`src/cic_pkg.sv`:
```
/*
  Constants, register map and carrier types for the interrupt controller.
  Assumes a 32-bit classic Wishbone bus and one machine cycle per clock.
*/
package cic_pkg;

  localparam int NUM_SRC    = 18;
  localparam int NUM_MERGED = 8;
  localparam int EV_W       = 8;
  localparam int NUM_GROUP  = 6;
  localparam int LVL_W      = 2;

  // Byte offsets on the bus
  localparam logic [7:0] OFS_CTRL   = 8'h00;
  localparam logic [7:0] OFS_EN0    = 8'h04;
  localparam logic [7:0] OFS_EN1    = 8'h08;
  localparam logic [7:0] OFS_EN2    = 8'h0C;
  localparam logic [7:0] OFS_FLAG   = 8'h10;
  localparam logic [7:0] OFS_PRIO   = 8'h14;
  localparam logic [7:0] OFS_STATE  = 8'h18;
  localparam logic [7:0] OFS_EVMASK = 8'h20;

  // Field positions
  localparam int GLB_EN_BIT  = 0;
  localparam int ST_ISV_POS  = 0;
  localparam int ST_SRC_POS  = 8;
  localparam int ST_BUSY_BIT = 16;

  // Values after reset
  localparam logic [NUM_SRC-1:0]           RST_FLAG = 18'h0_0000;
  localparam logic [NUM_SRC-1:0]           RST_EN   = 18'h0_0000;
  localparam logic [NUM_GROUP*LVL_W-1:0]   RST_PRIO = 12'h000;
  localparam logic [EV_W-1:0]              RST_MASK = 8'h00;

  // Vector table: base and step per source number
  localparam logic [15:0] VEC_BASE = 16'h0003;
  localparam logic [15:0] VEC_STEP = 16'h0008;

  // Response timing in machine cycles
  localparam int DETECT_CYCLES = 1;
  localparam int LONG_SUBROUTINE_CALL_CYCLES  = 6;
  localparam logic [2:0] CALL_CNT_LAST = 3'(LONG_SUBROUTINE_CALL_CYCLES - 1);

  // Source numbers that merge several peripheral events
  localparam logic [4:0] MERGED_SRC [NUM_MERGED] =
    '{5'd13, 5'd15, 5'd6, 5'd8, 5'd9, 5'd11, 5'd12, 5'd16};
  localparam logic [4:0] WDT_SRC = 5'd17;

  // Enable register r, bit b steers source EN_MAP[r*6+b]
  localparam logic [4:0] EN_MAP [NUM_SRC] =
    '{5'd0, 5'd1, 5'd2, 5'd3, 5'd4, 5'd5,
      5'd8, 5'd9, 5'd10, 5'd11, 5'd12, 5'd13,
      5'd16, 5'd6, 5'd7, 5'd14, 5'd15, 5'd17};

  typedef enum logic [2:0] {
    ST_IDLE   = 3'b001,
    ST_DETECT = 3'b010,
    ST_CALL   = 3'b100
  } cic_state_e;

  // Forced call presented to the instruction sequencer
  typedef struct packed {
    logic        start;
    logic        active;
    logic [4:0]  source;
    logic [15:0] vector;
  } cic_call_s;

endpackage

```
`src/cic_top.sv`:
```
/*
  Interrupt flags, enables, priority arbitration and forced-call sequencing
  with a classic Wishbone register slave.
  Assumes peripherals and core run on CLK_I; event inputs are one-cycle
  pulses and need no synchroniser. One clock equals one machine cycle.
*/
// How it works
// - Eighteen sources, each with its own request flag bit.
// - Every source has its own enable bit, spread over three registers.
// - Sources fall in six groups, each with a software priority level.
// - Eight peripherals merge masked internal events into one request.
// - Vector is 03h plus eight times the source number.
// - Source 9 is the wide timer request, vector 4Bh.
// - Source 11 is the first narrow timer request, vector 5Bh.
// - Source 12 is the second narrow timer request, vector 63h.
// - Source 17 is watchdog overflow in timer mode only, vector 8Bh.
// - Flags set on their event whether or not the source is enabled.
// - Enabled flag is answered next instruction cycle by a forced call.
// - Only strictly higher priority preempts; return ends service.
// - Fastest response: one detect cycle then six call cycles.
`timescale 1ns/1ns

module cic_top
  import cic_pkg::*;
(
  // Clock and reset
  input  wire logic                  CLK_I,
  input  wire logic                  RST_N_I,
  // Wishbone slave
  input  wire logic                  CYC_I,
  input  wire logic                  STB_I,
  input  wire logic                  WE_I,
  input  wire logic [3:0]            SEL_I,
  input  wire logic [7:0]            ADR_I,
  input  wire logic [31:0]           DAT_I,
  output logic      [31:0]           DAT_O,
  output logic                       ACK_O,
  // Peripheral events
  input  wire logic [cic_pkg::NUM_SRC-1:0] SRC_EVENT_I,
  input  wire logic [cic_pkg::NUM_MERGED*cic_pkg::EV_W-1:0] MERGED_EVENT_I,
  input  wire logic                  WDT_TIMER_MODE_I,
  // Instruction sequencer
  input  wire logic                  INSTR_BOUNDARY_I,
  input  wire logic                  RETURN_FROM_IRQ_I,
  output cic_pkg::cic_call_s         CALL_O,
  output logic                       IRQ_O
);
  import cic_pkg::*;

  logic                          rst_meta;
  logic                          rst_n;
  logic                          glb_en;
  logic [NUM_SRC-1:0]            flag;
  logic [NUM_SRC-1:0]            src_en;
  logic [NUM_GROUP*LVL_W-1:0]    prio;
  logic [EV_W-1:0]               evmask [NUM_MERGED];
  logic [NUM_SRC-1:0]            set_ev;
  logic [NUM_SRC-1:0]            pend;
  logic [3:0]                    in_service;
  logic [3:0]                    next_in_service;
  cic_state_e                    state;
  cic_state_e                    next_state;
  logic [2:0]                    call_cnt;
  logic [4:0]                    best_src;
  logic [LVL_W-1:0]              best_lvl;
  logic                          best_ok;
  logic [4:0]                    take_src;
  logic [LVL_W-1:0]              take_lvl;
  logic                          can_take;
  logic [2:0]                    isv_top;
  logic                          bus_req;
  logic                          wr;
  logic [31:0]                   wmask;
  logic [31:0]                   rdata;

  // Byte lanes of a write, expanded to a bit mask
  function automatic logic [31:0] lane_mask(input logic [3:0] sel);
    lane_mask = {{8{sel[3]}}, {8{sel[2]}}, {8{sel[1]}}, {8{sel[0]}}};
  endfunction

  // Priority level of a source; groups are source number modulo six
  function automatic logic [LVL_W-1:0] src_level(
    input logic [4:0] s, input logic [NUM_GROUP*LVL_W-1:0] p);
    int g;
    g = int'(s) % NUM_GROUP;
    src_level = p[g*LVL_W +: LVL_W];
  endfunction

  // Highest in-service level, or none
  function automatic logic [2:0] top_level(input logic [3:0] isv);
    top_level = 3'b000;
    for (int i = 0; i < 4; i++) begin
      if (isv[i]) begin
        top_level = {1'b1, 2'(i)};
      end
    end
  endfunction

  // Read back one of the three enable registers
  function automatic logic [5:0] en_word(input int r,
                                         input logic [NUM_SRC-1:0] en);
    en_word = 6'h00;
    for (int b = 0; b < 6; b++) begin
      en_word[b] = en[EN_MAP[r*6+b]];
    end
  endfunction

  // Reset release through two flops; assertion stays asynchronous
  always_ff @(posedge CLK_I or negedge RST_N_I) begin
    if (!RST_N_I) begin
      rst_meta <= 1'b0;
      rst_n    <= 1'b0;
    end else begin
      rst_meta <= 1'b1;
      rst_n    <= rst_meta;
    end
  end

  assign bus_req = CYC_I & STB_I & ~ACK_O;
  assign wr      = bus_req & WE_I;
  assign wmask   = lane_mask(SEL_I);

  // Event gathering: merged peripherals pass their own masks first
  always_comb begin
    set_ev = SRC_EVENT_I;
    // Watchdog counts as a source only in timer mode
    set_ev[WDT_SRC] = SRC_EVENT_I[WDT_SRC] & WDT_TIMER_MODE_I;
    for (int k = 0; k < NUM_MERGED; k++) begin
      set_ev[MERGED_SRC[k]] =
        |(MERGED_EVENT_I[k*EV_W +: EV_W] & evmask[k]);
    end
  end

  // Flags ignore enables; a new event beats a same-cycle clear
  always_ff @(posedge CLK_I or negedge rst_n) begin
    if (!rst_n) begin
      flag <= RST_FLAG;
    end else if (wr && ADR_I == OFS_FLAG) begin
      flag <= (flag & ~(DAT_I[NUM_SRC-1:0] & wmask[NUM_SRC-1:0]))
            | set_ev;
    end else begin
      flag <= flag | set_ev;
    end
  end

  // Global enable and the three source enable registers
  always_ff @(posedge CLK_I or negedge rst_n) begin
    if (!rst_n) begin
      glb_en <= 1'b0;
      src_en <= RST_EN;
    end else if (wr && SEL_I[0]) begin
      if (ADR_I == OFS_CTRL) begin
        glb_en <= DAT_I[GLB_EN_BIT];
      end
      for (int r = 0; r < 3; r++) begin
        if (ADR_I == OFS_EN0 + 8'(4*r)) begin
          for (int b = 0; b < 6; b++) begin
            src_en[EN_MAP[r*6+b]] <= DAT_I[b];
          end
        end
      end
    end
  end

  // Group priority levels
  always_ff @(posedge CLK_I or negedge rst_n) begin
    if (!rst_n) begin
      prio <= RST_PRIO;
    end else if (wr && ADR_I == OFS_PRIO) begin
      prio <= (prio & ~wmask[11:0]) | (DAT_I[11:0] & wmask[11:0]);
    end
  end

  // Per-event masks of the merged peripherals
  generate
    for (genvar k = 0; k < NUM_MERGED; k++) begin : g_mask
      always_ff @(posedge CLK_I or negedge rst_n) begin
        if (!rst_n) begin
          evmask[k] <= RST_MASK;
        end else if (wr && SEL_I[0] && ADR_I == OFS_EVMASK + 8'(4*k)) begin
          evmask[k] <= DAT_I[EV_W-1:0];
        end
      end
    end
  endgenerate

  // Only flagged, enabled sources under global enable compete
  assign pend = flag & src_en & {NUM_SRC{glb_en}};

  // Arbitration: highest level wins, lower source number breaks ties
  always_comb begin
    best_src = 5'd0;
    best_lvl = '0;
    best_ok  = 1'b0;
    for (int s = NUM_SRC - 1; s >= 0; s--) begin
      if (pend[s] && (!best_ok || src_level(5'(s), prio) >= best_lvl)) begin
        best_src = 5'(s);
        best_lvl = src_level(5'(s), prio);
        best_ok  = 1'b1;
      end
    end
  end

  // Top in-service level, shared by arbitration and return
  assign isv_top = top_level(in_service);
  // Equal or lower priority waits until service above it ends
  always_comb begin
    can_take = best_ok && (!isv_top[2] ||
               best_lvl > isv_top[1:0]);
  end

  // Sequencing: detect at an instruction boundary, then the forced call
  always_comb begin
    next_state = state;
    unique case (state)
      ST_IDLE: begin
        if (INSTR_BOUNDARY_I && can_take) begin
          next_state = ST_DETECT;
        end
      end
      ST_DETECT: begin
        next_state = ST_CALL;
      end
      ST_CALL: begin
        if (call_cnt == 3'd0) begin
          next_state = ST_IDLE;
        end
      end
      default: next_state = ST_IDLE;
    endcase
  end

  always_ff @(posedge CLK_I or negedge rst_n) begin
    if (!rst_n) begin
      state <= ST_IDLE;
    end else begin
      state <= next_state;
    end
  end

  // Winner is frozen at detection so a late flag cannot redirect the call
  always_ff @(posedge CLK_I or negedge rst_n) begin
    if (!rst_n) begin
      take_src <= 5'd0;
      take_lvl <= '0;
    end else if (state == ST_IDLE && next_state == ST_DETECT) begin
      take_src <= best_src;
      take_lvl <= best_lvl;
    end
  end

  // Six cycles of forced call after the detect cycle
  always_ff @(posedge CLK_I or negedge rst_n) begin
    if (!rst_n) begin
      call_cnt <= 3'd0;
    end else if (state == ST_DETECT) begin
      call_cnt <= CALL_CNT_LAST;
    end else if (state == ST_CALL && call_cnt != 3'd0) begin
      call_cnt <= call_cnt - 3'd1;
    end
  end

  // Levels in service: call entry pushes, return pops the top one
  always_comb begin
    next_in_service = in_service;
    if (RETURN_FROM_IRQ_I && isv_top[2]) begin
      next_in_service[isv_top[1:0]] = 1'b0;
    end
    if (state == ST_DETECT) begin
      next_in_service[take_lvl] = 1'b1;
    end
  end

  always_ff @(posedge CLK_I or negedge rst_n) begin
    if (!rst_n) begin
      in_service <= 4'h0;
    end else begin
      in_service <= next_in_service;
    end
  end

  // Call outputs; vector is base plus eight per source number
  always_ff @(posedge CLK_I or negedge rst_n) begin
    if (!rst_n) begin
      CALL_O <= '0;
    end else begin
      CALL_O.start  <= (state == ST_DETECT);
      CALL_O.active <= (next_state == ST_CALL);
      CALL_O.source <= take_src;
      // 9 -> 4Bh, 11 -> 5Bh, 12 -> 63h, 17 -> 8Bh
      CALL_O.vector <= VEC_BASE + VEC_STEP * 16'(take_src);
    end
  end

  // Level interrupt: any enabled flag under global enable
  always_ff @(posedge CLK_I or negedge rst_n) begin
    if (!rst_n) begin
      IRQ_O <= 1'b0;
    end else begin
      IRQ_O <= |pend;
    end
  end

  // Read mux; unmapped words read as zero
  always_comb begin
    rdata = 32'h0000_0000;
    unique case (ADR_I)
      OFS_CTRL:  rdata[GLB_EN_BIT] = glb_en;
      OFS_EN0:   rdata[5:0] = en_word(0, src_en);
      OFS_EN1:   rdata[5:0] = en_word(1, src_en);
      OFS_EN2:   rdata[5:0] = en_word(2, src_en);
      OFS_FLAG:  rdata[NUM_SRC-1:0] = flag;
      OFS_PRIO:  rdata[11:0] = prio;
      OFS_STATE: begin
        rdata[ST_ISV_POS +: 4] = in_service;
        rdata[ST_SRC_POS +: 5] = take_src;
        rdata[ST_BUSY_BIT]     = (state != ST_IDLE);
      end
      default: begin
        for (int k = 0; k < NUM_MERGED; k++) begin
          if (ADR_I == OFS_EVMASK + 8'(4*k)) begin
            rdata[EV_W-1:0] = evmask[k];
          end
        end
      end
    endcase
  end

  // Bus answer: one wait state, ack for one cycle
  always_ff @(posedge CLK_I or negedge rst_n) begin
    if (!rst_n) begin
      ACK_O <= 1'b0;
      DAT_O <= 32'h0000_0000;
    end else begin
      ACK_O <= bus_req;
      if (bus_req && !WE_I) begin
        DAT_O <= rdata;
      end
    end
  end

endmodule // cic_top

```
`config.mk`:
```
export PLATFORM = sky130hd
export DESIGN_NAME = cic_top
export DESIGN_NICKNAME = d
export VERILOG_FILES = /design/src/cic_pkg.sv /design/src/cic_top.sv
export SDC_FILE = /design/constraint.sdc
export NUM_CORES = 1
export LEC_CHECK = 0
export ABC_AREA = 1
export BUFFER_PORTS_ARGS = -buffer_cell sky130_fd_sc_hd__buf_2
export CAP_MARGIN = 20
export CORE_AREA = 2 2 165 167
export DETAILED_ROUTE_END_ITERATION = 7
export DIE_AREA = 0 0 167 169
export PLACE_DENSITY = 0.58
export SYNTH_ARGS = -nofsm -noshare
export SYNTH_HDL_FRONTEND = slang
export SYNTH_SLANG_ARGS = --single-unit
```
`constraint.sdc`:
```
create_clock -name CLK_I -period 8.01 [get_ports CLK_I]
set_clock_uncertainty 0.2 [all_clocks]
set_input_delay 0 -clock CLK_I [delete_from_list [all_inputs] [get_ports CLK_I]]
set_output_delay 0 -clock CLK_I [all_outputs]
set_load 0.05 [all_outputs]
```
# Yosys cells after proc, flatten, opt, wreduce, memory -nomap -nowiden
# Cells that the tools add are included.
totals:
  register_bits: 168
  output_inout_bits: 57
op_classes:
  reduce_logical: 92
  n_eq_ne: 20
  addsub: 2
  n_mux: 87
  n_bitwise: 27
  magnitude_cmp: 22
ops:
  columns: ["operator", "n"]
  rows:
  - ["$mux W5", 18]
  - ["$and A18 B18 Y18", 4]
  - ["$and A8 B8 Y8", 8]
  - ["$eq A8 B6 Y1 const B", 8]
  - ["$mux W8", 8]
  - ["$reduce_or A8 Y1", 8]
  - ["$logic_and A1 B1 Y1", 36]
  - ["$mux W2", 18]
  - ["$or A18 B18 Y18", 2]
  - ["$ge A2 B2 Y1", 17]
  - ["$mux W3", 9]
  - ["$and A12 B12 Y12", 2]
  - ["$eq A8 B5 Y1 const B", 3]
  - ["$mux W1", 21]
  - ["$pmux W3 S7", 1]
  - ["$logic_not A1 Y1", 19]
  - ["$logic_or A1 B1 Y1", 18]
  - ["$mux W18", 1]
  - ["$not A18 Y18", 1]
  - ["$reduce_or A18 Y1", 1]
  - ["$eq A8 B4 Y1 const B", 2]
  - ["$not A12 Y12", 1]
  - ["$or A12 B12 Y12", 1]
  - ["$pmux W2 S6", 1]
  - ["29 further kinds", 42]

# Longest topological paths before layout
depth:
  ltp_word: 79
  depth_mapped: 156
  depth_no_buf: 156

# Worst setup path before layout
# OpenSTA, ideal clock, no wires.
synth_path:
  kind: "reg-to-reg"
  from: "reg glb_en"
  to: "reg take_src[3]"
  setup_time_ns: 0.065
  synth_period_minus_slack_ns: 16.001
  path_slack_ns: -7.991
  path_stages_with_launch: 136
  arrival_time_ns: 15.735
  path_buffers: 0
  cell_sequence: "dfrtp_1 -> nand3_2 -> nor2_1 -> inv_1 -> ha_1 -> o21ai_0 -> nand2_1 -> nand2_2 -> o21ai_0 -> ha_1 -> inv_1 -> nand2_1 -> nand2_1 -> nand3_2 -> nand2_2 -> nand2_1 -> o21ai_0 -> ha_1 -> (+100 left out) -> ha_1 -> a21oi_1 -> nand2_1 -> nand2_1 -> nand3_1 -> and2_1 -> ha_1 -> inv_1 -> nor2_1 -> o21ai_0 -> nand2_1 -> nand3_1 -> nor2_1 -> nand2_1 -> inv_1 -> nand4_1 -> nor2_1 -> a22o_1"
synth_via:
  elab_chain_cells: 78
synth_lines:
  columns: ["item", "line", "text"]
  rows:
  - ["start: declaration", "cic_top.sv:52", "logic glb_en;"]
  - ["start signal: assignment", "cic_top.sv:153", "glb_en <= DAT_I[GLB_EN_BIT];"]
  - ["$and A18 B18 Y18 *", "cic_top.sv:188", "assign pend = flag & src_en & {NUM_SRC{glb_en}};"]
  - ["$mux W2 / $mux W1 (equally long branches)", "cic_top.sv:196", "if (pend[s] && (!best_ok || src_level(5'(s), prio) >= best_lvl)) begin"]
  - ["$ge A2 B2 Y1 / $logic_not A1 Y1 (equally long branches)", "cic_top.sv:196", null]
  - ["$logic_or A1 B1 Y1", "cic_top.sv:196", null]
  - ["$logic_and A1 B1 Y1", "cic_top.sv:196", null]
  - ["$mux W2 / $mux W1 (equally long branches)", "cic_top.sv:196", null]
  - ["$ge A2 B2 Y1 / $logic_not A1 Y1 (equally long branches)", "cic_top.sv:196", null]
  - ["$logic_or A1 B1 Y1", "cic_top.sv:196", null]
  - ["(+62 left out)", null, null]
  - ["named net best_lvl[1]", "cic_top.sv:65", "logic [LVL_W-1:0] best_lvl;"]
  - ["(+1 left out)", null, null]
  - ["$logic_or A1 B1 Y1 *", "cic_top.sv:208", "can_take = best_ok && (!isv_top[2] ||"]
  - ["$logic_and A1 B1 Y1 *", "cic_top.sv:208", null]
  - ["$logic_and A1 B1 Y1 *", "cic_top.sv:217", "if (INSTR_BOUNDARY_I && can_take) begin"]
  - ["$mux W3 *", "cic_top.sv:217", null]
  - ["$pmux W3 S3 *", "cic_top.sv:215", "unique case (state)"]
  - ["named net next_state[1]", "cic_top.sv:62", "cic_state_e next_state;"]
  - ["$eq A3 B2 Y1 *", "cic_top.sv:246", "end else if (state == ST_IDLE && next_state == ST_DETECT) begin"]
  - ["$logic_and A1 B1 Y1 *", "cic_top.sv:246", null]
  - ["end signal: assignment", "cic_top.sv:247", "take_src <= best_src;"]
  - ["end: declaration", "cic_top.sv:67", "logic [4:0] take_src;"]
# The timed path passes the listed nets; every way through them passes the cells marked *.
# A chain may end at the register's enable or synchronous reset.

# Worst setup path in the final report
layout_path:
  from: "reg glb_en"
  to: "reg take_src[4]"
# The elaborated chain is that of the path after synthesis.

==> results.sh <==
export IMPL_status="finished with violations"
export IMPL_violations="negative hold slack, negative setup slack"
export IMPL_timing_slew_headroom=0.268
export IMPL_grt_ovfl_total=0
export IMPL_post_route_drc_count=0
export IMPL_postSynthCellCount=1152
export IMPL_grt_max_degree=83
export IMPL_worstPathArrival_ns=15.94
export IMPL_finalSetupTns_ns=-69.44
export IMPL_seqCellArea_mm2=0.00401
export IMPL_yosys_top_cells_area="dfrtp_1 44%, nand2_1 11%, o21ai_0 7.8%, inv_1 5.9%, ha_1 4.0%"
export IMPL_vias=9723
export IMPL_die_x_um=167
export IMPL_post_dp_cell_area_mm2=0.0111
export IMPL_first_iter_violations=682
export IMPL_io_buffers=144
export IMPL_power_mw=1.99
export IMPL_ys_types=48
export IMPL_worst_setup_path_end_kind="register"
export IMPL_cap_violations=0
export IMPL_numCtsBuffers=17
export IMPL_max_freq_mhz=63.3
export IMPL_ant_nets=0
export IMPL_pin_count=191
export IMPL_clkLatencyLatePin_ns=0.44
export IMPL_wl_mm=33.1
export IMPL_clock_root_buffer="clkbuf_16"
export IMPL_fp_dieH_um=169
export IMPL_synth_area_mm2=0.00914
export IMPL_placed_cells=1731
export IMPL_rsz0062_at_grt="yes"
export IMPL_grt_pass1_vias=9566
export IMPL_multi_input_area_mm2=0.00477
export IMPL_leakage_nw=6.86
export IMPL_drv_slew=0
export IMPL_synth_top_area_frac=0.435
export IMPL_path_class="register to register"
export IMPL_routedWlPerCell_um=17.1
export IMPL_gp_congestion=0.897
export IMPL_track_usage=0.231
export IMPL_grt_antenna_before_repair=1
export IMPL_final_core_util=0.514
export IMPL_worstHoldPathType="register to async pin"
export IMPL_yosysWarningCount=0
export IMPL_cts_sinks=160
export IMPL_nNetsFinal=1746
export IMPL_drt_pass1_iter_count=6
export IMPL_layout_drive_gt1_share=0.353
export IMPL_dp_hpwl_mm=23.3
export IMPL_critical_path_top_delay_family="simple AND/OR/NAND/NOR gates"
export IMPL_crit_path_max_fanout=8
export IMPL_cp_common_cell="nand2_2"
export IMPL_syn_to_final_growth_pct=48.9
export IMPL_yosys_area_top_type="dfrtp_1"
export IMPL_fin_area_mm2=0.0136
export IMPL_synth_avg_cell_area_um2=7.93
export IMPL_required_ns=8.15
export IMPL_cp_start_kind="register"
export IMPL_clkTransAtPathRegs_ns=0.08
export IMPL_rows=60
export IMPL_worst_slew_pin_slew_ns=1.07
export IMPL_cp_slowest_cell="dfrtp_1"
export IMPL_crit_buf_inv=18
export IMPL_hold_slack_ns=-0.00802
export IMPL_htreeDepth=4
export IMPL_period_minus_slack_ns=15.80
export IMPL_slowest_delay_ns=0.38
export IMPL_initial_core_util=0.345
export IMPL_ys_seq_area_frac=0.438
export IMPL_coreArea_mm2=0.0265
export IMPL_dp_slack_ns=-7.98
export IMPL_cts_tree="yes"
export IMPL_instances_no_fill=1938
export IMPL_ys_seq_elements=160
export IMPL_min_period_over_period=1.97
export IMPL_grt_pass1_wl_mm=50.7
export IMPL_clk_path_buf_depth=2
export IMPL_setup_viol=9
export IMPL_avgViaCountPerCell=5.02
export IMPL_fin_ws_ns=-7.79
export IMPL_die_area_mm2=0.0282
export IMPL_peakVddDrop_v=0.000137
export IMPL_fillers=2454
export IMPL_powerDensity_mw_per_mm2=147
export IMPL_finalHoldViolations=10
layout make-up:
type                    count  share of cell area
clock buffers              17              0.0313
clock inverters            15              0.0160
diodes                      1            0.000184
flip-flops and latches    160               0.295
repair buffers            443               0.235
inverters                 148              0.0416
well taps                 341              0.0313
multi-input cells         813               0.350
path summary, 6_finish.rpt:
kind,start,cells after the start,end,slack [ns]
min,rst_n,0,IRQ_O,-0.008
max,glb_en,138,take_src[4],-7.79
max in group asynchronous,rst_n,3,evmask[19],6.34
min in group CLK_I,SEL_I[0],4,flag[1],0.08
min reg2reg,rst_n,0,IRQ_O,-0.008
max reg2reg,glb_en,138,take_src[4],-7.79
power breakdown:
part	switching, mW	total [mW]	leakage, nW	internal (mW)
registers	0.0276	0.863	2.13	0.836
logic	0.163	0.266	4.43	0.103
clock network	0.409	0.865	0.308	0.456
layer usage:
| layer | wire (um) | global-route usage | vias up |
|---|---|---|---|
| met3 | 1940 | 0.0346 | 76 |
| met2 | 15600 | 0.382 | 367 |
| met1 | 14200 | 0.302 | 4602 |
| li1 | - | - | 4678 |
| met4 | 1330 | 0.103 | 0 |
| met5 | 0 | 0 | - |
cells in the final DEF, fill, tap and decap left out, types with 3 or more instances in the layout:
cell type,Yosys,final
a21oi_1,18,14
a21oi_2,0,4
a221oi_1,30,30
a22o_1,12,12
a31oi_1,6,6
a41oi_1,6,6
and2_4,0,4
buf_2,0,144
buf_4,29,225
buf_6,1,8
clkbuf_16,0,17
clkinv_8,0,8
conb_1,2,25
dfrtp_1,159,158
dlygate4sd3_1,0,64
ha_1,29,21
ha_4,0,8
inv_1,143,135
inv_2,1,8
inv_4,3,4
nand2_1,274,250
nand2_2,21,38
nand2_4,12,19
nand3_1,63,52
nand3_2,18,27
nand3b_1,3,3
nand4_1,7,7
nor2_1,72,61
nor2_2,2,11
nor3_1,27,27
nor4_1,4,3
o211ai_1,4,4
o21ai_0,143,116
o21ai_1,2,12
o21ai_2,0,14
o21ai_4,0,3
o21bai_1,7,7
o22ai_1,4,4
o31ai_1,5,5
Yosys cell counts (all sizes together):
library cell	n
nand4	7
ha	29
dfrtp	159
o211ai	4
a21o	1
a221oi	30
a21oi	18
nor4	4
a221o	1
a32o	1
nand3b	4
o22ai	4
buf	31
clkinv	1
a31oi	6
o32ai	1
o31ai	5
conb	2
o21ai	145
nor3	28
a22o	12
dfstp	1
o221ai	2
a2111oi	2
or2	3
mux2	1
a211oi	1
and2	4
nor2	74
nand3	81
a41oi	6
o21bai	7
nand2	307
clkbuf	23
inv	147
state kept, by name, summed over array words and instances (netlist names), named ones only:
register and count:
ACK_O 1, CALL_O 8, DAT_O 18, IRQ_O 1, call_cnt 3, evmask 64
flag 18, glb_en 1, in_service 4, rst_meta 1, rst_n 1, src_en 18
state 3, take_lvl 2, take_src 5
kinds of logic after synthesis:
group | count (synthesis) | synth area share
buf+inv | 202 | 0.0965
flops | 160 | 0.438
mux | 1 | 0.00123
other cells | 2 | 0.000822
fa+ha+maj | 29 | 0.0397
compound gates | 246 | 0.164
simple gates | 512 | 0.260
repair_timing:
action	in CTS	in global routing
setup buffers	95	21
pin swaps	88	90
setup endpoints to repair	9	9
hold endpoints to repair	133	0
hold buffers	64	0
gates resized for setup	47	37
Power figures use the tool's default switching activity.
